--- src/rtl/adc_pf_pkg.sv ---
package adc_pf_pkg;
	// ------------------------------------------------------------
	// register map (byte addresses)
	// ------------------------------------------------------------
	localparam logic [5:0] ADDR_MODE0 = 6'h00;
	localparam logic [5:0] ADDR_MODE2 = 6'h04;
	localparam logic [5:0] ADDR_SELECT = 6'h08;
	localparam logic [5:0] ADDR_PF_MODE = 6'h0c;
	localparam logic [5:0] ADDR_PF_THRESHOLD = 6'h10;
	localparam logic [5:0] ADDR_FLAG = 6'h14;
	localparam logic [5:0] ADDR_RESULT_BASE = 6'h20;
	localparam int ADDR_W = 7;
	// ------------------------------------------------------------
	// field layout
	// ------------------------------------------------------------
	localparam int MODE_CE_BIT = 7;
	localparam int MODE_EF_BIT = 6;
	localparam int MODE_MD_LSB = 4;
	localparam int PF_ENABLE_BIT = 7;
	localparam int PF_DIR_BIT = 6;
	localparam int RES_W = 10;
	localparam int HIGH_W = 8;
	localparam int CH_W = 4;
	localparam int NUM_CH = 16;
	// ------------------------------------------------------------
	// operation modes
	// ------------------------------------------------------------
	typedef enum logic [1:0] {
		MODE_CONT_SELECT = 2'b00,
		MODE_CONT_SCAN = 2'b01,
		MODE_ONE_SELECT = 2'b10,
		MODE_ONE_SCAN = 2'b11
	} op_mode_e;
	// ------------------------------------------------------------
	// timing
	// ------------------------------------------------------------
	localparam int CLK_MHZ = 100;
	localparam int CONV_TIME_NS = 1000;
	localparam int CONV_CYCLES = CONV_TIME_NS * CLK_MHZ / 1000;
	localparam logic [1:0] RESP_OKAY = 2'b00;
	localparam logic [1:0] RESP_SLVERR = 2'b10;
endpackage : adc_pf_pkg

--- src/rtl/result_if.sv ---
`timescale 1ns/1ns
interface result_if;
	logic wr_en;
	logic [3:0] wr_ch;
	logic [9:0] wr_data;
	logic [3:0] rd_ch;
	logic [9:0] rd_data;
	logic [9:0] ch0_data;
	modport ctrl (output wr_en, wr_ch, wr_data, rd_ch, input rd_data, ch0_data);
	modport mem (input wr_en, wr_ch, wr_data, rd_ch, output rd_data, ch0_data);
endinterface : result_if

--- src/rtl/result_store.sv ---
`timescale 1ns/1ns
module result_store (
	// clock and reset
	input wire logic i_clk_sys,
	input wire logic i_rst_n,
	// port to the controller
	result_if.mem bus
);
	logic [adc_pf_pkg::RES_W-1:0] mem_reg [adc_pf_pkg::NUM_CH];
	logic [adc_pf_pkg::RES_W-1:0] rd_reg;

	// one result word per channel, written at each conversion end
	genvar g;
	generate
		for (g = 0; g < adc_pf_pkg::NUM_CH; g++) begin : g_ch
			always_ff @(posedge i_clk_sys or negedge i_rst_n) begin
				if (!i_rst_n) begin
					mem_reg[g] <= '0;
				end else if (bus.wr_en && bus.wr_ch == g[3:0]) begin
					mem_reg[g] <= bus.wr_data;
				end
			end
		end
	endgenerate

	// registered read port
	always_ff @(posedge i_clk_sys or negedge i_rst_n) begin
		if (!i_rst_n) begin
			rd_reg <= '0;
		end else begin
			rd_reg <= mem_reg[bus.rd_ch];
		end
	end

	assign bus.rd_data = rd_reg;
	assign bus.ch0_data = mem_reg[0];
endmodule : result_store

--- src/rtl/sar_core.sv ---
`timescale 1ns/1ns
module sar_core (
	// clock and reset
	input wire logic i_clk_sys,
	input wire logic i_rst_n,
	// control
	input wire logic i_start,
	input wire logic i_abort,
	input wire logic [9:0] i_sample,
	// outputs
	output logic o_done,
	output logic [9:0] o_result
);
	logic [7:0] cnt_reg;
	logic busy_reg;

	// fixed-length conversion; sample latched at the end
	always_ff @(posedge i_clk_sys or negedge i_rst_n) begin
		if (!i_rst_n) begin
			cnt_reg <= '0;
			busy_reg <= 1'b0;
			o_done <= 1'b0;
			o_result <= '0;
		end else begin
			o_done <= 1'b0;
			if (i_abort) begin
				busy_reg <= 1'b0;
			end else if (i_start) begin
				busy_reg <= 1'b1;
				cnt_reg <= 8'(adc_pf_pkg::CONV_CYCLES - 1);
			end else if (busy_reg) begin
				if (cnt_reg == 8'h00) begin
					busy_reg <= 1'b0;
					o_done <= 1'b1;
					o_result <= i_sample;
				end else begin
					cnt_reg <= cnt_reg - 8'h01;
				end
			end
		end
	end
endmodule : sar_core

--- src/rtl/adc_power_fail_compare.sv ---
// Added by the designer: the placing of the registers and register access over AXI4-Lite.
`timescale 1ns/1ns
// Overview of operation
// - compare off: interrupt on every conversion end in select modes, at the end of each sweep in scan modes
// - direction 0: interrupt if high byte >= threshold
// - direction 1: interrupt if high byte < threshold
// - result always stored, only interrupt and end flag suppressed
// - continuous select repeats until enable cleared
// - scan modes compare channel 0 high byte only
// - continuous scan sweeps 0..select, then restarts
// - one-shot modes convert once then stop
// - clearing enable stops converter, powers down
// - select rewrite does not clear end flag
// - 10-bit results for sixteen channels
// - control register write restarts ongoing conversion
// - active status bit set when conversion starts
module adc_power_fail_compare (
	// clock and reset
	input wire logic i_clk_sys,
	input wire logic i_rst_n,
	// axi4-lite write address and data
	input wire logic [6:0] i_awaddr,
	input wire logic i_awvalid,
	output logic o_awready,
	input wire logic [31:0] i_wdata,
	input wire logic [3:0] i_wstrb,
	input wire logic i_wvalid,
	output logic o_wready,
	// axi4-lite write response
	output logic [1:0] o_bresp,
	output logic o_bvalid,
	input wire logic i_bready,
	// axi4-lite read
	input wire logic [6:0] i_araddr,
	input wire logic i_arvalid,
	output logic o_arready,
	output logic [31:0] o_rdata,
	output logic [1:0] o_rresp,
	output logic o_rvalid,
	input wire logic i_rready,
	// analog front end: digitised sample of the selected channel
	input wire logic [9:0] i_analog_sample,
	output logic [3:0] o_analog_channel,
	output logic o_analog_power,
	// conversion end interrupt
	output logic o_conv_end_irq
);
	// ------------------------------------------------------------
	// declarations
	// ------------------------------------------------------------
	typedef enum logic [1:0] {
		ST_IDLE = 2'b00,
		ST_START = 2'b01,
		ST_CONV = 2'b10
	} conv_state_e;

	logic rst_meta_reg;
	logic rst_sync_n;
	conv_state_e state_reg;
	logic [7:0] mode0_reg;
	logic [7:0] mode2_reg;
	logic [3:0] channel_select_reg;
	logic [7:0] pf_mode_reg;
	logic [7:0] pf_threshold_reg;
	logic conv_end_flag;
	logic [3:0] cur_ch_reg;
	logic aw_held_reg;
	logic w_held_reg;
	logic [6:0] awaddr_reg;
	logic [31:0] wdata_reg;
	logic [3:0] wstrb_reg;
	logic rd_pend_reg;
	logic [6:0] araddr_reg;
	logic wr_fire;
	logic ctrl_write;
	logic launch_reg;
	logic [6:0] rd_addr;
	logic [4:0] res_index;
	logic conv_enable;
	logic conv_active_flag;
	adc_pf_pkg::op_mode_e mode;
	logic core_start;
	logic core_abort;
	logic core_done;
	logic [9:0] core_result;
	logic [7:0] compare_high;
	logic pf_compare_enable;
	logic pf_compare_direction;
	logic cmp_hit;
	logic last_ch;
	logic scan_mode;
	logic raise_irq;
	result_if res();

	// ------------------------------------------------------------
	// reset release
	// ------------------------------------------------------------
	// two-stage synchroniser of the reset release
	always_ff @(posedge i_clk_sys or negedge i_rst_n) begin
		if (!i_rst_n) begin
			rst_meta_reg <= 1'b0;
			rst_sync_n <= 1'b0;
		end else begin
			rst_meta_reg <= 1'b1;
			rst_sync_n <= rst_meta_reg;
		end
	end

	// ------------------------------------------------------------
	// axi4-lite slave
	// ------------------------------------------------------------
	// hold address and data until both are present
	always_ff @(posedge i_clk_sys or negedge rst_sync_n) begin
		if (!rst_sync_n) begin
			aw_held_reg <= 1'b0;
			w_held_reg <= 1'b0;
			awaddr_reg <= '0;
			wdata_reg <= '0;
			wstrb_reg <= '0;
			o_bvalid <= 1'b0;
			o_bresp <= adc_pf_pkg::RESP_OKAY;
		end else begin
			if (i_awvalid && o_awready) begin
				aw_held_reg <= 1'b1;
				awaddr_reg <= i_awaddr;
			end
			if (i_wvalid && o_wready) begin
				w_held_reg <= 1'b1;
				wdata_reg <= i_wdata;
				wstrb_reg <= i_wstrb;
			end
			if (wr_fire) begin
				aw_held_reg <= 1'b0;
				w_held_reg <= 1'b0;
				o_bvalid <= 1'b1;
				o_bresp <= (!awaddr_reg[6] && awaddr_reg[5:0] <= adc_pf_pkg::ADDR_FLAG)
					? adc_pf_pkg::RESP_OKAY : adc_pf_pkg::RESP_SLVERR;
			end else if (o_bvalid && i_bready) begin
				o_bvalid <= 1'b0;
			end
		end
	end

	assign wr_fire = aw_held_reg && w_held_reg && !o_bvalid;
	assign ctrl_write = wr_fire && wstrb_reg[0] && (awaddr_reg[5:0] != adc_pf_pkg::ADDR_FLAG)
		&& awaddr_reg[6:5] == 2'b00 && awaddr_reg[4:0] <= 5'h10;

	// ready flags are registered so outputs come from flip-flops
	always_ff @(posedge i_clk_sys or negedge rst_sync_n) begin
		if (!rst_sync_n) begin
			o_awready <= 1'b0;
			o_wready <= 1'b0;
			o_arready <= 1'b0;
		end else begin
			o_awready <= !aw_held_reg && !(i_awvalid && o_awready) && !wr_fire;
			o_wready <= !w_held_reg && !(i_wvalid && o_wready) && !wr_fire;
			o_arready <= !rd_pend_reg && !(i_arvalid && o_arready) && !o_rvalid;
		end
	end

	// control registers; the low byte lane carries every field
	always_ff @(posedge i_clk_sys or negedge rst_sync_n) begin
		if (!rst_sync_n) begin
			mode0_reg <= '0;
			mode2_reg <= '0;
			channel_select_reg <= '0;
			pf_mode_reg <= '0;
			pf_threshold_reg <= '0;
		end else if (wr_fire && wstrb_reg[0]) begin
			unique case (awaddr_reg[5:0])
				adc_pf_pkg::ADDR_MODE0: mode0_reg <= {wdata_reg[7], 1'b0, wdata_reg[5:0]};
				adc_pf_pkg::ADDR_MODE2: mode2_reg <= wdata_reg[7:0];
				adc_pf_pkg::ADDR_SELECT: channel_select_reg <= wdata_reg[3:0];
				adc_pf_pkg::ADDR_PF_MODE: pf_mode_reg <= {wdata_reg[7:6], 6'h00};
				adc_pf_pkg::ADDR_PF_THRESHOLD: pf_threshold_reg <= wdata_reg[7:0];
				default: ;
			endcase
		end
	end

	// read path: result words go through the store read register
	always_ff @(posedge i_clk_sys or negedge rst_sync_n) begin
		if (!rst_sync_n) begin
			rd_pend_reg <= 1'b0;
			araddr_reg <= '0;
			o_rvalid <= 1'b0;
			o_rdata <= '0;
			o_rresp <= adc_pf_pkg::RESP_OKAY;
		end else begin
			if (i_arvalid && o_arready) begin
				rd_pend_reg <= 1'b1;
				araddr_reg <= i_araddr;
			end else if (rd_pend_reg) begin
				rd_pend_reg <= 1'b0;
				o_rvalid <= 1'b1;
				o_rresp <= adc_pf_pkg::RESP_OKAY;
				if (!res_index[4]) begin
					o_rdata <= {22'h000000, res.rd_data};
				end else if (araddr_reg[6:5] != 2'b00) begin
					o_rresp <= adc_pf_pkg::RESP_SLVERR;
					o_rdata <= '0;
				end else begin
					unique case (araddr_reg[5:0])
						adc_pf_pkg::ADDR_MODE0: o_rdata <= {24'h000000, conv_enable,
							conv_active_flag, mode0_reg[5:0]};
						adc_pf_pkg::ADDR_MODE2: o_rdata <= {24'h000000, mode2_reg};
						adc_pf_pkg::ADDR_SELECT: o_rdata <= {28'h0000000, channel_select_reg};
						adc_pf_pkg::ADDR_PF_MODE: o_rdata <= {24'h000000, pf_mode_reg};
						adc_pf_pkg::ADDR_PF_THRESHOLD: o_rdata <= {24'h000000, pf_threshold_reg};
						adc_pf_pkg::ADDR_FLAG: o_rdata <= {31'h00000000, conv_end_flag};
						default: begin
							o_rdata <= '0;
							o_rresp <= adc_pf_pkg::RESP_SLVERR;
						end
					endcase
				end
			end else if (o_rvalid && i_rready) begin
				o_rvalid <= 1'b0;
			end
		end
	end

	// word index from the bus on the accept edge, so the store register is ready in time
	assign rd_addr = (i_arvalid && o_arready) ? i_araddr : araddr_reg;
	assign res_index = rd_addr[6:2] - 5'(adc_pf_pkg::ADDR_RESULT_BASE >> 2);
	assign res.rd_ch = res_index[3:0];

	// ------------------------------------------------------------
	// conversion sequencing
	// ------------------------------------------------------------
	assign conv_enable = mode0_reg[adc_pf_pkg::MODE_CE_BIT];
	assign mode = adc_pf_pkg::op_mode_e'(mode0_reg[adc_pf_pkg::MODE_MD_LSB +: 2]);
	assign scan_mode = (mode == adc_pf_pkg::MODE_CONT_SCAN) || (mode == adc_pf_pkg::MODE_ONE_SCAN);
	assign conv_active_flag = (state_reg != ST_IDLE);
	assign last_ch = !scan_mode || (cur_ch_reg == channel_select_reg);
	// control writes act a cycle late, once the new field values stand
	always_ff @(posedge i_clk_sys or negedge rst_sync_n) begin
		if (!rst_sync_n) begin
			launch_reg <= 1'b0;
		end else begin
			launch_reg <= ctrl_write;
		end
	end

	// idle, launch, convert; writes to control registers relaunch
	always_ff @(posedge i_clk_sys or negedge rst_sync_n) begin
		if (!rst_sync_n) begin
			state_reg <= ST_IDLE;
			cur_ch_reg <= '0;
		end else if (!conv_enable) begin
			state_reg <= ST_IDLE;
		end else if (launch_reg) begin
			state_reg <= ST_START;
			cur_ch_reg <= '0;
		end else begin
			unique case (state_reg)
				ST_IDLE: state_reg <= ST_IDLE;
				ST_START: state_reg <= ST_CONV;
				ST_CONV: begin
					if (core_done) begin
						if (!last_ch) begin
							cur_ch_reg <= cur_ch_reg + 4'h1;
							state_reg <= ST_START;
						end else if (mode == adc_pf_pkg::MODE_CONT_SELECT
							|| mode == adc_pf_pkg::MODE_CONT_SCAN) begin
							cur_ch_reg <= '0;
							state_reg <= ST_START;
						end else begin
							state_reg <= ST_IDLE;
						end
					end
				end
			endcase
		end
	end

	assign core_start = (state_reg == ST_START);
	assign core_abort = !conv_enable || launch_reg;

	// select pin follows the scan counter or the select register; converter power follows the enable bit
	always_ff @(posedge i_clk_sys or negedge rst_sync_n) begin
		if (!rst_sync_n) begin
			o_analog_channel <= '0;
			o_analog_power <= 1'b0;
		end else begin
			o_analog_channel <= scan_mode ? cur_ch_reg : channel_select_reg;
			o_analog_power <= conv_enable;
		end
	end

	sar_core u_core (
		.i_clk_sys(i_clk_sys),
		.i_rst_n(rst_sync_n),
		.i_start(core_start),
		.i_abort(core_abort),
		.i_sample(i_analog_sample),
		.o_done(core_done),
		.o_result(core_result)
	);

	// ------------------------------------------------------------
	// result storage and power-fail compare
	// ------------------------------------------------------------
	assign res.wr_en = core_done && conv_active_flag && conv_enable && !launch_reg;
	assign res.wr_ch = o_analog_channel;
	assign res.wr_data = core_result;

	result_store u_store (
		.i_clk_sys(i_clk_sys),
		.i_rst_n(rst_sync_n),
		.bus(res.mem)
	);

	assign pf_compare_enable = pf_mode_reg[adc_pf_pkg::PF_ENABLE_BIT];
	assign pf_compare_direction = pf_mode_reg[adc_pf_pkg::PF_DIR_BIT];
	// channel 0 result in scan modes, fresh result otherwise
	assign compare_high = (scan_mode && o_analog_channel != 4'h0)
		? res.ch0_data[9:2] : core_result[9:2];
	assign cmp_hit = pf_compare_direction ? (compare_high < pf_threshold_reg)
		: (compare_high >= pf_threshold_reg);
	assign raise_irq = res.wr_en && last_ch && (!pf_compare_enable || cmp_hit);

	// end flag: set wins over software clear; select writes leave it
	always_ff @(posedge i_clk_sys or negedge rst_sync_n) begin
		if (!rst_sync_n) begin
			conv_end_flag <= 1'b0;
			o_conv_end_irq <= 1'b0;
		end else begin
			o_conv_end_irq <= raise_irq;
			if (raise_irq) begin
				conv_end_flag <= 1'b1;
			end else if (wr_fire && wstrb_reg[0] && awaddr_reg[5:0] == adc_pf_pkg::ADDR_FLAG
				&& !awaddr_reg[6] && wdata_reg[0]) begin
				conv_end_flag <= 1'b0;
			end
		end
	end
endmodule : adc_power_fail_compare

--- config.mk ---
export PLATFORM = sky130hd
export DESIGN_NAME = adc_power_fail_compare
export DESIGN_NICKNAME = d
export VERILOG_FILES = /design/src/rtl/adc_pf_pkg.sv /design/src/rtl/result_if.sv /design/src/rtl/result_store.sv /design/src/rtl/sar_core.sv /design/src/rtl/adc_power_fail_compare.sv
export SDC_FILE = /design/constraint.sdc
export NUM_CORES = 1
export LEC_CHECK = 0
export BUFFER_PORTS_ARGS = -buffer_cell sky130_fd_sc_hd__buf_2
export CELL_PAD_IN_SITES_DETAIL_PLACEMENT = 2
export CELL_PAD_IN_SITES_GLOBAL_PLACEMENT = 2
export CORE_MARGIN = 5
export CORE_UTILIZATION = 25
export DETAILED_ROUTE_END_ITERATION = 10
export GPL_TIMING_DRIVEN = 0
export PLACE_DENSITY = 0.51
export SYNTH_ARGS = -nofsm -noshare
export SYNTH_HDL_FRONTEND = slang
export SYNTH_HIERARCHICAL = 1
export SYNTH_SLANG_ARGS = --single-unit
--- constraint.sdc ---
create_clock -name i_clk_sys -period 8 [get_ports i_clk_sys]
set_clock_uncertainty 0.05 [all_clocks]
set_input_delay 1.6 -clock i_clk_sys [delete_from_list [all_inputs] [get_ports i_clk_sys]]
set_output_delay 1.6 -clock i_clk_sys [all_outputs]
set_load 0.01 [all_outputs]
==> results of run 1 <==
## report_power, final
part           internal (mW)  total (mW)  switching [mW]  leakage [nW]
combinational          0.484        1.08           0.601          2.82
clock                  0.941        1.57           0.631         0.575
sequential              1.61        1.82           0.216          3.60
total                   3.03        4.48            1.45          6.99
## routing by layer
layer / global-route usage, % / up-vias / wire [um]
met5: 0 / - / 0
met4: 3.568 / 0 / 768
met3: 2.338 / 42 / 1123
met2: 22.72 / 90 / 18430
met1: 18.16 / 4300 / 17160
li1: - / 3556 / -
## final timing paths
path                                                   to  cells past startpoint  slack, ps                          start
max                              o_conv_end_irq$_DFF_PN0_                      8       4250  o_analog_channel[1]$_DFF_PN0_
min                                  rst_sync_n$_DFF_PN0_                      0        300         rst_meta_reg$_DFF_PN0_
max in group asynchronous        wdata_reg[7]$_DFFE_PN0P_                      2       6380           rst_sync_n$_DFF_PN0_
min in group asynchronous  u_core/o_result[8]$_DFFE_PN0P_                      0        390           rst_sync_n$_DFF_PN0_
max reg2reg                      o_conv_end_irq$_DFF_PN0_                      8       4250  o_analog_channel[1]$_DFF_PN0_
min reg2reg                          rst_sync_n$_DFF_PN0_                      0        300         rst_meta_reg$_DFF_PN0_
## metrics by stage
step                setup WS [ps]  utilization (%)  power, mW
finish                       4246            30.00      4.480
global route                 3971            30.00      4.746
CTS                          4223            30.00      4.592
detailed placement           3686            27.76      2.967
global placement             1045            27.52      2.941
floorplan                    3394                -      2.507
## worst register-to-register path: stages, from the launching register on
cell and delay, ps:
dfrtp_1 510, o41ai_2 830, buf_4 290, mux2_2 400, ha_1 300, and3_1 180
a221o_1 380, nor4b_1 540, nor2_1 130
## final cells by class
cell class | count | area [um2] | share of cell area [%]
Timing Repair Buffer | 67 | 427.9 | 2.792
Clock buffer | 50 | 1044 | 6.808
Buffer | 69 | 459.2 | 2.996
Clock inverter | 12 | 100.1 | 0.6531
Inverter | 19 | 71.32 | 0.4653
Sequential cell | 278 | 6960 | 45.41
Multi-Input combinational cell | 567 | 5414 | 35.32
Tap cell | 680 | 850.8 | 5.551
==> impl_results.md, run 1 <==
* RSZ-0062 raised after global routing: false
* Startpoint types: flip-flop
* Slew Viols, Final at 0
* Hold_buf cts at 0
* H-tree depth at 2
* DRC violations left at 0
* First-pass GRT wire length at between 50 and 60 mm
* Max-cap violations at 0
* Grt ovf at 0
* CP peak stage delay at between 800 and 900 ps
* CTS Buf Count at 35
* Yosys warnings at 6
* Setup CP Type: reg -> reg
* Power Density at just under 300 nW/um2
* Most frequent cells in the layout: 277 x dfrtp_1, 217 x mux2_2, 75 x buf_2, 42 x nand2_1, 40 x mux4_2
* Fin area at between 15000 and 20000 um2
* Die Wd at around 240 um
* WL per Instance at 21.52 um
* Postcts setup bufs at 0
* Final ANT Viol Nets at 0
* Drt first-iter violations at 308
* WP data required at 8330 ps
* Commonest non-fill, non-tap cell in the layout: dfrtp_1
* Peak VDD IR at between 100 and 150 uV
* Vias in the first global route at 9099
* Area Growth Syn to Fin at 19.61%
* Worst Path Buf+Inv at 1
* Final std cells w/o fill at about 1700
* TritonCTS Sinks at roughly 280
* CP Max Fanout at 9
* Die Ht at between 200 and 250 um
* Slew @ Worst Pin at around 1000 ps
* Slew HR at 33.68%
* NumNets Final at roughly 1100
* Leakage power at between 6 and 7 nW
* Worst-Skew Late Latency at approximately 540 ps
* Layout cells sized above 1 at about 45%
* DP Area at 14180 um2
* Final setup viols at 0
* Pin count of the biggest net entering global routing at 64
* Clk slew on worst S/H paths at approximately 60 ps
* Fmax achieved at between 0.2 and 0.3 GHz
* Period utilisation layout at roughly 47%
* Diode count at 0
* Die area at roughly 56000 um2
* DR vias at between 7000 and 8000
* Hold crit path type: reg -> reg
* Critical Path, Cell by Cell: o41ai_2 > buf_4 > mux2_2 > ha_1 > and3_1 > a221o_1 > nor4b_1 > nor2_1
* Delay-heaviest family, CP: compound AO/OA/AOI/OAI gates
* Critical path capture point type: flip-flop
* Clk buf depth at 3
* Max reg flops at 150
* Final Hold Fails at 0
* Syn Area/Cell at 14.08 um2
* WP data arrival at between 4000 and 5000 ps
* Cells after synthesis at between 900 and 1000
* WHS at ~300 ps
* Initial Util at about 25%
* Clock Tree Root: clkbuf_16
* Slowest library cell on the worst path: o41ai_2
* Number of top-level pins at approximately 110
* Total wire length at 37.48 mm
* IO buf count at between 60 and 70
* Placed cell count at around 1700
* Mapped cell area at ~13000 um2
* Detail Placement HPWL at between 20 and 30 mm
* Vias per cell at 4.586
* Pre-Repair DR Iteration Count at 4
* PostCTS Resize Cnt at 0
* GRT Total Usage at between 10 and 15%
* Fillers at ~5400
* Final TNS setup at 0 ps
* Status: finished, final reports clean
* GP Congestion at roughly 0.71
* Initial antenna violation count at 0
* FP Rows at between 80 and 90
* CTS tree: done
* Post-layout min period at around 3800 ps
* Core Region at 51090 um2
(Power assumes the default switching activity.)
==> inputs of run 2 (changes only) <==
--- a/config.mk
+++ b/config.mk
@@ -12,7 +12,7 @@
 export CORE_UTILIZATION = 25
 export DETAILED_ROUTE_END_ITERATION = 10
 export GPL_TIMING_DRIVEN = 0
-export PLACE_DENSITY = 0.51
+export PLACE_DENSITY = 0.5
 export SYNTH_ARGS = -nofsm -noshare
 export SYNTH_HDL_FRONTEND = slang
 export SYNTH_HIERARCHICAL = 1
==> constraint.sdc (replaced) <==
create_clock -name i_clk_sys -period 3.7 [get_ports i_clk_sys]
set_clock_uncertainty 0.05 [all_clocks]
set_input_delay 0.74 -clock i_clk_sys [delete_from_list [all_inputs] [get_ports i_clk_sys]]
set_output_delay 0.74 -clock i_clk_sys [all_outputs]
set_load 0.01 [all_outputs]
==> impl_results.md, run 2 (synthesis results as in run 1) <==
* Die Ht at 236.4 um
* Critical Path, Cell by Cell: clkbuf_1 > o41ai_4 > buf_12 > mux2_2 > ha_1 > and3_1 > a221o_1 > nor4b_1 > o21ai_0
* Max reg flops at 150
* Period utilisation layout at 87.69%
* Slowest library cell on the worst path: clkbuf_1
* CP peak stage delay at approximately 520 ps
* Switch share at roughly a third
* Pre-Repair DR Iteration Count at 4
* First-pass GRT wire length at ~58 mm
* WP data required at roughly 4100 ps
* Slew HR at 36.95%
* NumNets Final at roughly 1100
* Die Wd at ~240 um
* Vias in the first global route at 9069
* Pint at around 6.6 mW
* Core Region at a little over 50000 um2
* Hold crit path type: reg -> async
* Power Density at ~630 nW/um2
* Area Growth Syn to Fin at 20.27%
* Total wire length at approximately 38 mm
* R2r endpoint: conv_end_flag$_DFFE_PN0P_
* WL per Instance at 21.57 um
* Pin count of the biggest net entering global routing at between 60 and 70
* Setup CP Type: reg -> reg
* Clk slew on worst S/H paths at approximately 60 ps
* Drt first-iter violations at 293
* Slew Viols, Final at 0
* FP Rows at 83
* CP Max Fanout at 9
* Initial antenna violation count at 0
* Initial Util at ~25%
* Switch Pwr at between 3 and 4 mW
* Grt ovf at 0
* Final TNS setup at 0 ps
* Leakage power at 7.027 nW
* GRT Total Usage at 13.43%
* Startpoint types: flip-flop
* Final Hold Fails at 0
* Delay-heaviest family, CP: buffers and inverters
* Placed cell count at ~1700
* Worst Path Buf+Inv at 2
* Clock Tree Root: clkbuf_16
* H-tree depth at 2
* Diode count at 0
* Setup WS pre-CTS at around 55 ps
* Slew @ Worst Pin at roughly 950 ps
* CTS Buf Count at 35
* DRC violations left at 0
* Flop2flop setup slack at ~460 ps
* Most frequent cells in the layout: 277 x dfrtp_1, 217 x mux2_2, 75 x buf_2, 42 x nand2_1, 40 x mux4_2
* Post-layout min period at between 3000 and 4000 ps
* FF-to-FF path depth at 9
* Die area at between 50000 and 60000 um2
* Sequential Power Share at about two fifths
* Critical R2R Launch: mode0_reg[4]$_DFFE_PN0P_
* WP data arrival at approximately 3600 ps
* Clock power share at a little over a third
* Combinational share of power at about 24%
* IO buf count at 62
* Clk buf depth at 3
* Max-cap violations at 0
* Status: finished, final reports clean
* Setup ws final at 455.4 ps
* Critical path capture point type: flip-flop
* Final setup viols at 0
* Commonest non-fill, non-tap cell in the layout: dfrtp_1
* Fmax achieved at a little over 0.3 GHz
* GP Congestion at ~0.7
* Final std cells w/o fill at roughly 1700
* Vias per cell at about 4.5
* CTS tree: done
* Detail Placement HPWL at around 26 mm
* Number of top-level pins at 114
* Peak VDD IR at approximately 260 uV
* DR vias at 7854
* TritonCTS Sinks at around 280
* Layout cells sized above 1 at between 40 and 50%
* RSZ-0062 raised after global routing: false
* Final ANT Viol Nets at 0
* Worst-Skew Late Latency at approximately 550 ps
==> run 2: cell count changes in the layout (fill, tap and decap cells not counted) <==
| cell | before | now |
|---|---|---|
| dlygate4sd3_1 | 0 | 1 |
| o41ai_4 | 0 | 1 |
| clkinv_2 | 9 | 6 |
| clkbuf_8 | 10 | 12 |
| clkbuf_1 | 13 | 16 |
| o41ai_2 | 1 | 0 |
| buf_16 | 4 | 5 |
| buf_4 | 39 | 38 |
| buf_12 | 0 | 1 |
==> run 2: how the worst max path moves through the flow <==
| stage | start | end | slack (ps) | cells past startpoint |
|---|---|---|---|---|
| global placement | rst_sync_n$_DFF_PN0_ | mode2_reg[2]$_DFFE_PN0P_ | -530 | 0 |
| finish | mode0_reg[4]$_DFFE_PN0P_ | conv_end_flag$_DFFE_PN0P_ | 460 | 9 |
| detailed placement | o_analog_channel[1]$_DFF_PN0_ | conv_end_flag$_DFFE_PN0P_ | 50 | 7 |
| global route | mode0_reg[4]$_DFFE_PN0P_ | conv_end_flag$_DFFE_PN0P_ | 140 | 9 |
| floorplan | o_analog_channel[1]$_DFF_PN0_ | conv_end_flag$_DFFE_PN0P_ | 670 | 7 |
| CTS | o_analog_channel[1]$_DFF_PN0_ | conv_end_flag$_DFFE_PN0P_ | 60 | 7 |
==> run 2: cell type report <==
type                    count  area [um2]
fillers                  5374       35680
flip-flops and latches    278        6960
multi-input cells         567        5425
clock buffers              55        1082
well taps                 680       850.8
repair buffers             69       478.0
plain buffers              69       459.2
clock inverters             9       85.08
inverters                  19       71.32
==> run 2: power by group through the flow <==
stage                     clock network, mW  logic [mW]  registers (mW)
after floorplan                           0        1.55            3.87
after global placement                    0        2.31            4.05
after detailed placement                  0        2.43            4.00
after CTS                              3.60        2.44            3.96
after global routing                   3.72        2.59            4.01
final                                  3.44        2.36            3.94
==> run 2: timing repair <==
| item | in CTS | in global routing |
|---|---|---|
| endpoints found under the hold margin | 2 | 0 |
| resized for setup | 0 | 0 |
| endpoints found under the setup margin | 0 | 2 |
| hold buffers | 1 | 0 |
| buffers inserted | 0 | 1 |
==> run 2: through the flow <==
stage | area [um2] | power (mW) | hold WS (ps) | utilization [%]
finish | 15410 | 9.740 | 227.7 | 30.16
global route | 15410 | 10.32 | 278.6 | 30.16
CTS | 15390 | 10.00 | 256.0 | 30.13
detailed placement | 14210 | 6.433 | 248.4 | 27.82
global placement | 14070 | 6.358 | 286.4 | 27.53
floorplan | 12900 | 5.420 | 281.2 | -
==> run 2: layer usage <==
metal  part of all wire [%]  global-route usage, %
met1                     45                  17.39
met2                     50                  23.14
met3                    2.6                  2.058
met4                    2.5                  4.285
met5                      0                      0
